File: config.mk
export PLATFORM = sky130hd
export DESIGN_NAME = speed_reference_generator
export DESIGN_NICKNAME = d
export VERILOG_FILES = /design/src/speed_ref_pkg.sv /design/src/speed_reference_generator.sv
export VERILOG_INCLUDE_DIRS = /design/src
export SDC_FILE = /design/constraint.sdc
export NUM_CORES = 2
export LEC_CHECK = 0
export ABC_AREA = 1
export BUFFER_PORTS_ARGS = -buffer_cell sky130_fd_sc_hd__buf_2
export CAP_MARGIN = 40
export CORE_MARGIN = 5
export CORE_UTILIZATION = 66
export CTS_BUF_LIST = sky130_fd_sc_hd__clkbuf_16
export CTS_CLUSTER_SIZE = 20
export DETAILED_ROUTE_END_ITERATION = 10
export PLACE_DENSITY = 0.83
export SLEW_MARGIN = 20
export SYNTH_ARGS = -nofsm -noshare
export SYNTH_HDL_FRONTEND = slang
export SYNTH_SLANG_ARGS = --single-unit
export TNS_END_PERCENT = 30
File: constraint.sdc
create_clock -name clock -period 26.5 [get_ports clock]
set_input_delay 3.975 -clock clock [delete_from_list [all_inputs] [get_ports clock]]
set_output_delay 3.975 -clock clock [all_outputs]
set_load 0.02 [all_outputs]
File: src/speed_ref_cfg.svh
// Offsets, field layouts, reset values and timing counts of the speed reference block
`ifndef SPEED_REF_CFG_SVH
`define SPEED_REF_CFG_SVH
// Register byte addresses
`define REG_CTRL 12'h000
`define REG_STATUS 12'h004
`define REG_RATIO_COEF 12'h008
`define REG_RATIO_BIAS 12'h00c
`define REG_EXTRA_BIAS 12'h010
`define REG_RAMP_ACC1 12'h014
`define REG_RAMP_DEC1 12'h018
`define REG_RAMP_ACC2 12'h01c
`define REG_RAMP_DEC2 12'h020
`define REG_RAMP_JOGA 12'h024
`define REG_RAMP_JOGD 12'h028
`define REG_SCURVE 12'h02c
`define REG_TIME_UNIT 12'h030
`define REG_SKIP_LO 12'h034
`define REG_SKIP_HI 12'h038
`define REG_SETTING_IN 12'h03c
`define REG_COMMAND 12'h040
`define REG_BIAS_BUF 12'h044
`define REG_TM1 12'h048
`define REG_TM2 12'h04c
`define REG_TM_SEL 12'h050
`define REG_PRESET0 12'h080
// Control register fields
`define CTRL_SEL_MODE_LSB 0
`define CTRL_VF_BIT 2
`define CTRL_RESET 32'h0000_0001
// Selection mode codes
`define SEL_MODE_BINARY 2'h1
`define SEL_MODE_DIRECT 2'h2
// Time unit codes
`define UNIT_X1 2'h1
`define UNIT_X0_1 2'h2
`define UNIT_X10 2'h3
// Ramp time base: ramp setting units are 100 ms, clock is 100 ns
`define CLOCK_PERIOD_NS 100
`define RAMP_UNIT_MS 100
`define RAMP_UNIT_CYCLES ((`RAMP_UNIT_MS * 1000000) / `CLOCK_PERIOD_NS)
// Full scale of frequency in percent times 100
`define FULL_SCALE 32'd10000
`define RAMP_TIME_RESET 16'h0064
`endif

File: src/speed_ref_pkg.sv
// Types shared by the speed reference block
package speed_ref_pkg;
  // Sequence inputs from the external controller
  typedef struct packed {
    logic run;
    logic jog;
    logic bias_trim_enable;
    logic bias_raise;
    logic bias_lower;
    logic alt_ramp_choose;
    logic fixed_speed_enable;
    logic preset_line_0;
    logic preset_line_1;
    logic preset_line_2;
    logic preset_line_3;
    logic upper_group_line;
    logic inertia_alt_pick;
  } seq_in_t;
  // Ramp direction of the output follower
  typedef enum logic [1:0] {RAMP_IDLE, RAMP_UP, RAMP_DOWN} ramp_dir_t;
endpackage : speed_ref_pkg

File: src/speed_reference_generator.sv
// Speed reference generator: preset pick, ratio bias, bias trim, ramp and skip band
//
// Function
// - Command equals coefficient times input plus biases
// - Trim raise grows bias at accel rate
// - Trim lower shrinks bias at decel rate
// - No raise or lower holds bias
// - Trim disabled clears bias, ignores inputs
// - Run off clears bias, ignores inputs
// - Bias buffer adds to ratio bias
// - Alternate select uses second ramp set unless jogging
// - Jogging uses own jog ramp times
// - Ramp time spans zero to maximum
// - S-curve shapes ramps, step grows to two, total time shorter
// - Unit code scales ramps: x1, x0.1, x10
// - Eight percent presets under fixed speed
// - Binary mode uses three low lines
// - Direct mode single line, upper group
// - In direct mode no line holds latest, cleared at reset
// - V/f keeps setting outside skip band
// - Changeover active picks time constant two
// - Changeover inactive picks time constant one
`include "speed_ref_cfg.svh"

module speed_reference_generator #(
  parameter int unsigned RAMP_UNIT_CYC = `RAMP_UNIT_CYCLES
) (
  // Clock and reset
  input wire logic clock,
  input wire logic rst_n,
  // APB slave
  input wire logic psel,
  input wire logic penable,
  input wire logic pwrite,
  input wire logic [11:0] paddr,
  input wire logic [31:0] pwdata,
  output logic [31:0] prdata,
  output logic pready,
  output logic pslverr,
  // Sequence inputs
  input speed_ref_pkg::seq_in_t seq,
  // Command outputs
  output logic [15:0] speed_command,
  output logic [15:0] active_time_const
);
  import speed_ref_pkg::*;

  // ------------------------------------------------------------
  // State
  // ------------------------------------------------------------
  typedef struct packed {
    logic [31:0] ctrl;
    logic [15:0] coef;          // Coefficient, 8.8 fixed point
    logic [15:0] ratio_bias;
    logic [15:0] extra_bias;
    logic [15:0] acc1;
    logic [15:0] dec1;
    logic [15:0] acc2;
    logic [15:0] dec2;
    logic [15:0] jog_acc;
    logic [15:0] jog_dec;
    logic [15:0] scurve;
    logic [1:0] unit;
    logic [15:0] skip_lo;
    logic [15:0] skip_hi;
    logic [15:0] setting_in;
    logic [15:0] tm1;
    logic [15:0] tm2;
    logic [7:0][15:0] preset;
    logic [2:0] latest;         // Latest preset index
    logic [15:0] bias_buf;      // Trim bias, signed
    logic [31:0] bias_acc;      // Trim step accumulator
    logic [31:0] ramp_acc;      // Output step accumulator
    logic [15:0] out_ff;
    logic [15:0] slope;         // Current step size for S shaping
    ramp_dir_t dir;
    logic [31:0] rdata;
  } state_t;

  state_t cur_ff;
  state_t nxt_cur;

  // Decoded APB strobes
  logic wr_en;
  logic rd_en;
  logic hit;
  // Derived values
  logic [15:0] acc_t;
  logic [15:0] dec_t;
  logic [31:0] acc_scaled;
  logic [31:0] dec_scaled;
  logic [15:0] base_in;
  logic [31:0] target_wide;
  logic [15:0] target;
  logic [15:0] skipped;
  logic [2:0] pick;
  logic pick_ok;

  assign wr_en = psel & penable & pwrite;
  assign rd_en = psel & ~penable & ~pwrite;
  // No wait states: the register file answers in the access cycle
  assign pready = 1'b1;
  // Unmapped offsets answer with an error; writes to them are dropped
  assign pslverr = psel & penable & ~hit;
  assign prdata = cur_ff.rdata;
  assign speed_command = cur_ff.out_ff;

  // ------------------------------------------------------------
  // Ramp time scaling
  // ------------------------------------------------------------
  // Scale a ramp time by the unit code; result in tenths of units
  function automatic logic [31:0] scale_time(input logic [15:0] t, input logic [1:0] u);
    logic [31:0] r;
    r = {16'h0000, t} * 32'd10;
    case (u)
      `UNIT_X0_1: r = {16'h0000, t};
      `UNIT_X10: r = {16'h0000, t} * 32'd100;
      default: r = {16'h0000, t} * 32'd10;
    endcase
    return r;
  endfunction : scale_time

  // Pick ramp set: jog first, then alternate, then normal
  always_comb begin
    if (seq.jog) begin
      acc_t = cur_ff.jog_acc;
      dec_t = cur_ff.jog_dec;
    end else if (seq.alt_ramp_choose) begin
      acc_t = cur_ff.acc2;
      dec_t = cur_ff.dec2;
    end else begin
      acc_t = cur_ff.acc1;
      dec_t = cur_ff.dec1;
    end
  end

  // Cycles per full-scale sweep divided by full scale gives cycles per step;
  // we accumulate full scale per cycle instead, which avoids a divider.
  assign acc_scaled = scale_time(acc_t, cur_ff.unit) * (RAMP_UNIT_CYC / 10);
  assign dec_scaled = scale_time(dec_t, cur_ff.unit) * (RAMP_UNIT_CYC / 10);

  // ------------------------------------------------------------
  // Preset selection
  // ------------------------------------------------------------
  // Mode codes 0 and 3 pick nothing, so the latest preset stays
  always_comb begin
    pick = cur_ff.latest;
    pick_ok = 1'b0;
    if (cur_ff.ctrl[`CTRL_SEL_MODE_LSB +: 2] == `SEL_MODE_BINARY) begin
      pick = {seq.preset_line_2, seq.preset_line_1, seq.preset_line_0};
      pick_ok = 1'b1;
    end else if (cur_ff.ctrl[`CTRL_SEL_MODE_LSB +: 2] == `SEL_MODE_DIRECT) begin
      pick_ok = 1'b1;
      case ({seq.preset_line_3, seq.preset_line_2, seq.preset_line_1, seq.preset_line_0})
        4'h1: pick = {seq.upper_group_line, 2'h0};
        4'h2: pick = {seq.upper_group_line, 2'h1};
        4'h4: pick = {seq.upper_group_line, 2'h2};
        4'h8: pick = {seq.upper_group_line, 2'h3};
        default: pick = cur_ff.latest;
      endcase
    end
  end

  // ------------------------------------------------------------
  // Ratio interlock and skip band
  // ------------------------------------------------------------
  // Fixed speed replaces the setting input by the picked preset
  assign base_in = seq.fixed_speed_enable ? cur_ff.preset[pick] : cur_ff.setting_in;
  always_comb begin
    logic signed [33:0] sum;
    sum = 34'sd0;
    // Y = A*X + (B' + B'') + C, clamped to 0..full scale
    sum = $signed({2'b00, ({16'h0000, base_in} * {16'h0000, cur_ff.coef}) >> 8})
        + $signed({{18{cur_ff.ratio_bias[15]}}, cur_ff.ratio_bias})
        + $signed({{18{cur_ff.bias_buf[15]}}, cur_ff.bias_buf})
        + $signed({{18{cur_ff.extra_bias[15]}}, cur_ff.extra_bias});
    if (sum < 34'sd0) begin
      target_wide = 32'h0000_0000;
    end else if (sum > $signed({2'b00, `FULL_SCALE})) begin
      target_wide = `FULL_SCALE;
    end else begin
      target_wide = sum[31:0];
    end
  end
  assign target = target_wide[15:0];

  // In V/f the target leaves the band by the nearer edge; ramp crosses it
  always_comb begin
    skipped = target;
    if (cur_ff.ctrl[`CTRL_VF_BIT] && target > cur_ff.skip_lo && target < cur_ff.skip_hi) begin
      skipped = (target - cur_ff.skip_lo < cur_ff.skip_hi - target) ?
                cur_ff.skip_lo : cur_ff.skip_hi;
    end
  end

  // Machine time constant for the speed loop gain
  // Switching is immediate; the speed loop must tolerate the jump
  assign active_time_const = seq.inertia_alt_pick ? cur_ff.tm2 : cur_ff.tm1;

  // ------------------------------------------------------------
  // Next state
  // ------------------------------------------------------------
  always_comb begin
    logic [31:0] step_acc;
    logic [15:0] step;
    logic [15:0] smax;
    nxt_cur = cur_ff;
    step_acc = 32'h0;
    step = 16'h0;
    smax = 16'h0;
    hit = 1'b1;
    // Latest preset follows every valid pick
    if (pick_ok) begin
      nxt_cur.latest = pick;
    end
    // Bias trim buffer
    if (!seq.bias_trim_enable || !seq.run) begin
      nxt_cur.bias_buf = 16'h0000;
      nxt_cur.bias_acc = 32'h0;
    end else if (seq.bias_raise && !seq.bias_lower) begin
      step_acc = cur_ff.bias_acc + `FULL_SCALE;
      if (step_acc >= acc_scaled) begin
        // Carry the remainder, so an uneven ratio still keeps the mean rate
        step_acc = step_acc - acc_scaled;
        nxt_cur.bias_acc = (step_acc < acc_scaled) ? step_acc : 32'h0;
        nxt_cur.bias_buf = cur_ff.bias_buf + 16'h0001;
      end else begin
        nxt_cur.bias_acc = step_acc;
      end
    end else if (seq.bias_lower && !seq.bias_raise) begin
      step_acc = cur_ff.bias_acc + `FULL_SCALE;
      if (step_acc >= dec_scaled) begin
        // Same carry as on the raise side; at most one count a cycle
        step_acc = step_acc - dec_scaled;
        nxt_cur.bias_acc = (step_acc < dec_scaled) ? step_acc : 32'h0;
        nxt_cur.bias_buf = cur_ff.bias_buf - 16'h0001;
      end else begin
        nxt_cur.bias_acc = step_acc;
      end
    end else begin
      nxt_cur.bias_acc = 32'h0;
    end
    // Output ramp: slope grows by one per step up to the S limit.
    // With no S time the slope is one step at once; S shaping trades a
    // softer start for a peak rate that the user must keep sane.
    smax = (cur_ff.scurve == 16'h0) ? 16'h0001 : 16'h0002;
    step_acc = cur_ff.ramp_acc + `FULL_SCALE;
    if (skipped > cur_ff.out_ff) begin
      nxt_cur.dir = RAMP_UP;
      if (step_acc >= acc_scaled) begin
        // Carry the remainder so the sweep time follows the ramp setting
        step_acc = step_acc - acc_scaled;
        nxt_cur.ramp_acc = (step_acc < acc_scaled) ? step_acc : 32'h0;
        step = (cur_ff.dir == RAMP_UP && cur_ff.slope < smax) ? cur_ff.slope + 16'h1
             : (cur_ff.dir == RAMP_UP ? cur_ff.slope : 16'h0001);
        if (skipped - cur_ff.out_ff < step) begin
          step = skipped - cur_ff.out_ff;
        end
        nxt_cur.slope = step;
        nxt_cur.out_ff = cur_ff.out_ff + step;
      end else begin
        nxt_cur.ramp_acc = step_acc;
      end
    end else if (skipped < cur_ff.out_ff) begin
      nxt_cur.dir = RAMP_DOWN;
      if (step_acc >= dec_scaled) begin
        // Same carry on the way down
        step_acc = step_acc - dec_scaled;
        nxt_cur.ramp_acc = (step_acc < dec_scaled) ? step_acc : 32'h0;
        step = (cur_ff.dir == RAMP_DOWN && cur_ff.slope < smax) ? cur_ff.slope + 16'h1
             : (cur_ff.dir == RAMP_DOWN ? cur_ff.slope : 16'h0001);
        if (cur_ff.out_ff - skipped < step) begin
          step = cur_ff.out_ff - skipped;
        end
        nxt_cur.slope = step;
        nxt_cur.out_ff = cur_ff.out_ff - step;
      end else begin
        nxt_cur.ramp_acc = step_acc;
      end
    end else begin
      nxt_cur.dir = RAMP_IDLE;
      nxt_cur.slope = 16'h0000;
      nxt_cur.ramp_acc = 32'h0;
    end
    // APB address decode
    case (paddr)
      `REG_CTRL, `REG_STATUS, `REG_RATIO_COEF, `REG_RATIO_BIAS, `REG_EXTRA_BIAS,
      `REG_RAMP_ACC1, `REG_RAMP_DEC1, `REG_RAMP_ACC2, `REG_RAMP_DEC2, `REG_RAMP_JOGA,
      `REG_RAMP_JOGD, `REG_SCURVE, `REG_TIME_UNIT, `REG_SKIP_LO, `REG_SKIP_HI,
      `REG_SETTING_IN, `REG_COMMAND, `REG_BIAS_BUF, `REG_TM1, `REG_TM2, `REG_TM_SEL: hit = 1'b1;
      default: hit = (paddr[11:5] == `REG_PRESET0 >> 5) && (paddr[1:0] == 2'h0);
    endcase
    // Read data latched in setup, stable through access
    if (rd_en) begin
      case (paddr)
        `REG_CTRL: nxt_cur.rdata = cur_ff.ctrl;
        `REG_STATUS: nxt_cur.rdata = {27'h0, cur_ff.dir, cur_ff.latest};
        `REG_RATIO_COEF: nxt_cur.rdata = {16'h0, cur_ff.coef};
        `REG_RATIO_BIAS: nxt_cur.rdata = {16'h0, cur_ff.ratio_bias};
        `REG_EXTRA_BIAS: nxt_cur.rdata = {16'h0, cur_ff.extra_bias};
        `REG_RAMP_ACC1: nxt_cur.rdata = {16'h0, cur_ff.acc1};
        `REG_RAMP_DEC1: nxt_cur.rdata = {16'h0, cur_ff.dec1};
        `REG_RAMP_ACC2: nxt_cur.rdata = {16'h0, cur_ff.acc2};
        `REG_RAMP_DEC2: nxt_cur.rdata = {16'h0, cur_ff.dec2};
        `REG_RAMP_JOGA: nxt_cur.rdata = {16'h0, cur_ff.jog_acc};
        `REG_RAMP_JOGD: nxt_cur.rdata = {16'h0, cur_ff.jog_dec};
        `REG_SCURVE: nxt_cur.rdata = {16'h0, cur_ff.scurve};
        `REG_TIME_UNIT: nxt_cur.rdata = {30'h0, cur_ff.unit};
        `REG_SKIP_LO: nxt_cur.rdata = {16'h0, cur_ff.skip_lo};
        `REG_SKIP_HI: nxt_cur.rdata = {16'h0, cur_ff.skip_hi};
        `REG_SETTING_IN: nxt_cur.rdata = {16'h0, cur_ff.setting_in};
        `REG_COMMAND: nxt_cur.rdata = {16'h0, cur_ff.out_ff};
        `REG_BIAS_BUF: nxt_cur.rdata = {16'h0, cur_ff.bias_buf};
        `REG_TM1: nxt_cur.rdata = {16'h0, cur_ff.tm1};
        `REG_TM2: nxt_cur.rdata = {16'h0, cur_ff.tm2};
        `REG_TM_SEL: nxt_cur.rdata = {16'h0, active_time_const};
        default: nxt_cur.rdata = hit ? {16'h0, cur_ff.preset[paddr[4:2]]} : 32'h0;
      endcase
    end
    // Writes take effect at the access edge
    if (wr_en) begin
      case (paddr)
        `REG_CTRL: nxt_cur.ctrl = {29'h0, pwdata[2:0]};
        `REG_RATIO_COEF: nxt_cur.coef = pwdata[15:0];
        `REG_RATIO_BIAS: nxt_cur.ratio_bias = pwdata[15:0];
        `REG_EXTRA_BIAS: nxt_cur.extra_bias = pwdata[15:0];
        `REG_RAMP_ACC1: nxt_cur.acc1 = pwdata[15:0];
        `REG_RAMP_DEC1: nxt_cur.dec1 = pwdata[15:0];
        `REG_RAMP_ACC2: nxt_cur.acc2 = pwdata[15:0];
        `REG_RAMP_DEC2: nxt_cur.dec2 = pwdata[15:0];
        `REG_RAMP_JOGA: nxt_cur.jog_acc = pwdata[15:0];
        `REG_RAMP_JOGD: nxt_cur.jog_dec = pwdata[15:0];
        `REG_SCURVE: nxt_cur.scurve = pwdata[15:0];
        `REG_TIME_UNIT: nxt_cur.unit = pwdata[1:0];
        `REG_SKIP_LO: nxt_cur.skip_lo = pwdata[15:0];
        `REG_SKIP_HI: nxt_cur.skip_hi = pwdata[15:0];
        `REG_SETTING_IN: nxt_cur.setting_in = pwdata[15:0];
        `REG_TM1: nxt_cur.tm1 = pwdata[15:0];
        `REG_TM2: nxt_cur.tm2 = pwdata[15:0];
        default: begin
          if (hit && paddr[11:5] == `REG_PRESET0 >> 5) begin
            nxt_cur.preset[paddr[4:2]] = pwdata[15:0];
          end
        end
      endcase
    end
  end

  // ------------------------------------------------------------
  // State register
  // ------------------------------------------------------------
  always_ff @(posedge clock) begin
    if (!rst_n) begin
      // Clear all, then load the fields whose idle value is not zero
      cur_ff <= '0;
      cur_ff.ctrl <= `CTRL_RESET;
      cur_ff.coef <= 16'h0100;
      cur_ff.unit <= `UNIT_X1;
      cur_ff.acc1 <= `RAMP_TIME_RESET;
      cur_ff.dec1 <= `RAMP_TIME_RESET;
      cur_ff.acc2 <= `RAMP_TIME_RESET;
      cur_ff.dec2 <= `RAMP_TIME_RESET;
      cur_ff.jog_acc <= `RAMP_TIME_RESET;
      cur_ff.jog_dec <= `RAMP_TIME_RESET;
      cur_ff.latest <= 3'h0;
      cur_ff.dir <= RAMP_IDLE;
    end else begin
      cur_ff <= nxt_cur;
    end
  end

endmodule : speed_reference_generator

# --- Yosys cells after proc, flatten, opt, wreduce, memory -nomap -nowiden ---
# Cells that the tools add are included.
totals:
  wordCells: 228
  register_bits: 522
  input_bits: 62
classes:
  reduce_logical: 46
  multipliers: 7
  eq_ne: 34
  addsub: 18
  magnitude_cmp: 21
  muxes: 58
  n_bitwise: 10
op_table:
  columns: ["cell", "n"]
  rows:
  - ["$mux 16", 29]
  - ["$mux 32", 12]
  - ["$pmux 16 s21", 1]
  - ["$bwmux 128", 1]
  - ["$ge 32x32->1", 4]
  - ["$lt 32x32->1", 4]
  - ["$sub 32x32->32", 4]
  - ["$bmux 16 s3", 2]
  - ["$eq 12x6->1 const B", 8]
  - ["$pmux 23 s2", 2]
  - ["$lt 16x16->1", 5]
  - ["$sub 16x16->16", 5]
  - ["$mux 66", 1]
  - ["$add 32x14->32 const B", 2]
  - ["$mul 32x12->27 const B", 2]
  - ["$eq 12x7->1 const B", 5]
  - ["$demux 16 s3", 1]
  - ["$eq 12x5->1 const B", 4]
  - ["$mux 48", 1]
  - ["$mul 16x5->21 const B", 2]
  - ["$mul 16x3->19 const B", 2]
  - ["$reduce_and 2->1", 18]
  - ["$add 16x1->16 const B", 2]
  - ["$gt 16x16->1", 2]
  - ["40 further kinds", 75]

# --- Longest topological paths before layout ---
logic_depth:
  ltp_word: 28
  ltp_mapped: 133
  ltp_nobuf: 128

# --- Worst setup path before layout ---
# OpenSTA, ideal clock, no wires.
synth_path:
  path_type: "input-to-reg"
  start: "input seq[3] (netlist bit)"
  end: "register cur_ff, in the netlist speed_command[14]"
  setup_ns: 0.120
  cell_stages: 111
  required_time_ns: 26.380
  setup_slack_ns: 4.779
  arrival_ns: 21.601
  path_cell_list: "nor2_1 > nor2_1 > nand3_1 > nand2_1 > nand2_1 > nand2_1 > o21ai_2 > buf_2 > buf_2 > clkbuf_1 > nand2_1 > o21ai_0 > o221ai_1 > nand3_1 > nand2_1 > inv_1 > clkbuf_1 > nand2_1 > [... 75 more ...] > a21oi_1 > a21oi_1 > ha_1 > a21oi_1 > nand2_1 > a21oi_1 > o21bai_1 > a21o_1 > a21oi_1 > nor2_1 > o21ai_0 > nand2_1 > a21oi_1 > o21bai_1 > a21o_1 > a21oi_1 > xor2_1 > a21oi_1"
synth_via:
  elab_chain_cells: 28
  elab_cells_between_ends: 50
synth_lines:
  columns: ["item", "line_no", "rtl"]
  rows:
  - ["start, declared", "speed_reference_generator.sv:41", "input speed_ref_pkg::seq_in_t seq,"]
  - ["$eq 4x4->1 (tied with other cells)", "speed_reference_generator.sv:154", "case ({seq.preset_line_3, seq.preset_line_2, seq.preset_line_1, seq.preset_line_0})"]
  - ["$pmux 3 s4", "speed_reference_generator.sv:154", null]
  - ["$mux 3", "speed_reference_generator.sv:152", "end else if (cur_ff.ctrl[`CTRL_SEL_MODE_LSB +: 2] == `SEL_MODE_DIRECT) begin"]
  - ["$mux 3 (*)", "speed_reference_generator.sv:149", "if (cur_ff.ctrl[`CTRL_SEL_MODE_LSB +: 2] == `SEL_MODE_BINARY) begin"]
  - ["$bmux 16 s3 (*)", "speed_reference_generator.sv:168", "assign base_in = seq.fixed_speed_enable ? cur_ff.preset[pick] : cur_ff.setting_in;"]
  - ["$mux 16 (not written as such) (*)", "speed_reference_generator.sv:168", null]
  - ["$mux 16 (*)", "speed_reference_generator.sv:168", null]
  - ["$mul 16x16->32 (*)", "speed_reference_generator.sv:173", "sum = $signed({2'b00, ({16'h0000, base_in} * {16'h0000, cur_ff.coef}) >> 8})"]
  - ["[... 12 more ...]", null, null]
  - ["$mux 16", "speed_reference_generator.sv:272", "if (cur_ff.out_ff - skipped < step) begin"]
  - ["$mux 16", "speed_reference_generator.sv:266", "if (step_acc >= dec_scaled) begin"]
  - ["$mux 16", "speed_reference_generator.sv:264", "end else if (skipped < cur_ff.out_ff) begin"]
  - ["$mux 16", "speed_reference_generator.sv:248", "if (skipped > cur_ff.out_ff) begin"]
  - ["$sub 16x16->16", "speed_reference_generator.sv:276", "nxt_cur.out_ff = cur_ff.out_ff - step;"]
  - ["$mux 32", "speed_reference_generator.sv:266", null]
  - ["$mux 16", "speed_reference_generator.sv:264", null]
  - ["$mux 66", "speed_reference_generator.sv:248", null]
  - ["end signal, assigned", "speed_reference_generator.sv:368", "cur_ff <= nxt_cur;"]
  - ["end, declared", "speed_reference_generator.sv:80", "state_t cur_ff;"]
# Every way passes the cells marked *; elsewhere a longest branch is shown, timed or not. The select of a mux whose other input is x is not followed.
# A chain may end at the register's enable or synchronous reset.

# --- Final worst setup path ---
# Same ends and word-level chain as after synthesis.

==> run metrics <==
CP Class in -> reg; share of cells above drive strength 1 6.82%; Hold Vio Cnt, Final 0; Port Buffer Count 94; sequential-to-total area share from yosys stat 16.4%; YS warnings 0; nets 9726; cts bufs inserted 59; die width 314 um; top-area cell type share of the netlist area 17.5%; Most Frequent Cell on Critical Path nand2_1; total global routing overflow 0; kind of end point of the critical path flop; initial drt markers 7290; ys flop type dfxtp_1; CTS tree built; critical path's largest stage delay 0.59 ns; vias in the first global route 57593; area leader, netlist ha_1; final setup fails 0; initial antenna violation count 6; Remaining DRCs 0; largest net degree at the start of global routing 102; H-tree Lvls 2; status completed; Total Routing Usage GR 41.5%; core footprint 91500 um^2; drt pass-1 iters 8; Sink Count 498; Worst Hold Class reg -> reg; CP max FO 101; Final Cycle Share 94.9%; Site Rows 111; async set-reset flop share out of synthesis 0%; post-synth cell types 76; final wirelength 212 mm; Critical Path AT 25.72 ns; I/O pin cnt 128; CP Launch Type input port; Setup Buffers After CTS 0; max-slew violations 0; MaxCap Viol Count 0; Seq cells post-synth 498; clock latency at the later pin of the worst-skew pair 0.72 ns; CP max stage cell fa_1; synthesized cell area 60800 um^2; Die ar. 98300 um^2; synth top area cells ha_1, dfxtp_1, fa_1, inv_1, nand2_1; Worst EP required 27.08 ns; achievable frequency 39.8 MHz; fillcell total 7438; wire length per cell 22.0 um; clk_skew 0.0751 ns; gpl congestion 1.10; Post-Synthesis Cells 8340; worst slew pin tran 0.985 ns; RSZ-0062 raised after global routing no; ANT nets after route 0; min cycle time layout 25.14 ns; post-route setup TNS 0 ns; HPWL after detailed placement 168 mm; routed vias 60174; Initial Utilization 66.5%; hold_buf cts 0; first-pass GRT wire length 323 mm; Post-synth EDFFs 0; area grow syn2layout 7.91%; Worst-path clk slew 0.06 ns; flip-flop and latch area 9970 um^2; Root Driver clkbuf_16; maximum clock insertion buffer count 3; DR vias/cell 6.23; die height 314 um; multi-input logic area 43800 um^2; syn avg cell area 7.29 um^2; relative slew slack 33.6%; post-cts sizing count 0
-- final cells by class --
class | instances | area share [%]
multi-input combinational | 6014 | 66.7
timing repair buffer | 362 | 4.27
antenna | 5 | 0.0191
tap | 1186 | 2.26
sequential | 498 | 15.2
clock buffer | 59 | 2.25
clock inverter | 53 | 0.860
inverter | 1478 | 8.45
-- cell usage after synthesis (51+ instances only) --
| cell type | count |
|---|---|
| dfxtp_1 | 498 |
| xnor2_1 | 122 |
| fa_1 | 402 |
| o22ai_1 | 192 |
| nand2_1 | 1179 |
| clkbuf_1 | 266 |
| o21ai_1 | 162 |
| buf_4 | 51 |
| o21ai_0 | 687 |
| o211ai_1 | 107 |
| a21oi_1 | 883 |
| xor2_1 | 224 |
| ha_1 | 849 |
| nand3_1 | 174 |
| nor2_1 | 430 |
| inv_1 | 1434 |
| nand4_1 | 79 |
| nor3_1 | 55 |
-- path summary, 6_finish.rpt --
path,from,end,slack (ns),depth (start not counted)
worst max register to register,cur_ff[519],speed_command[14],4.17,116
worst min-delay path,cur_ff[168],cur_ff[168],0.46,2
worst min register to register,cur_ff[168],cur_ff[168],0.46,2
worst max-delay path,seq[3],speed_command[14],1.36,115
-- layer usage --
metal / track usage (%) / part of all wire, %
met3: 9.53 / 11
met5: 0 / 0.0042
met2: 63.7 / 42
met1: 51.8 / 38
met4: 29.2 / 9.0
-- state kept, by name, indices dropped and copies added, names as in the netlist --
name	count
speed_command	16
prdata	16
cur_ff	466
-- kinds of logic (layout without fill, tap and decap cells) --
family          Yosys count  after routing  share of synthesized area [%]
other cells               2             26                         0.0123
buf+inv                1847           1952                           11.8
xor+xnor                348            348                           5.06
simple gates           2044           2044                           14.2
fa+ha+maj              1251           1251                           30.7
compound gates         2350           2350                           21.8
flops                   498            498                           16.4
-- worst max-delay path: cells and delay by family --
family / cells / cell delay, ns
buffers and inverters: 17 / 2.55
XOR/XNOR: 5 / 0.97
AND/OR/NAND/NOR: 42 / 5.52
AO/OA/AOI/OAI: 37 / 6.74
adder cells (fa/ha/maj): 14 / 5.84
-- cell usage in the layout, fill, tap and decap left out, types with 17 or more instances in the layout --
cell type / synthesis / routed
a31oi_1: 20 / 20
o211ai_1: 107 / 107
dfxtp_1: 498 / 498
buf_2: 37 / 105
o21ai_0: 687 / 685
a221oi_1: 44 / 44
inv_2: 25 / 25
nand4_1: 79 / 79
xor2_1: 224 / 224
nor4_1: 35 / 35
clkinv_2: 0 / 17
nor3_1: 55 / 53
nand3_1: 174 / 174
inv_1: 1434 / 1439
ha_1: 849 / 849
nor2_1: 430 / 428
clkinv_1: 19 / 24
nand2_1: 1179 / 1179
a22oi_1: 25 / 25
o22ai_1: 192 / 192
a21oi_1: 883 / 883
fa_1: 402 / 402
clkbuf_16: 0 / 59
o21ai_1: 162 / 161
conb_1: 2 / 21
buf_4: 51 / 213
a21o_1: 30 / 30
o221ai_1: 48 / 47
xnor2_1: 122 / 122
o21bai_1: 27 / 27
a211oi_1: 24 / 24
buf_8: 1 / 23
-- stage by stage --
step / std cells / area [um^2] / setup slack, ns / hold WS [ns] / utilization, %
after global routing: 9650 / 65600 / 0.00865 / 0.481 / 71.7
after detailed placement: 9518 / 63400 / 1.39 / 0.452 / 69.3
after floorplan: 8359 / 60900 / 4.78 / 0.434 / -
after global placement: 9478 / 62900 / 1.74 / 0.448 / 68.7
final: 9655 / 65700 / 1.36 / 0.461 / 71.7
after CTS: 9630 / 65500 / 2.00 / 0.461 / 71.5
Power is left out: the tool's default activity adds up to more than one toggle a clock period on the data nets, which glitch-free logic cannot reach.
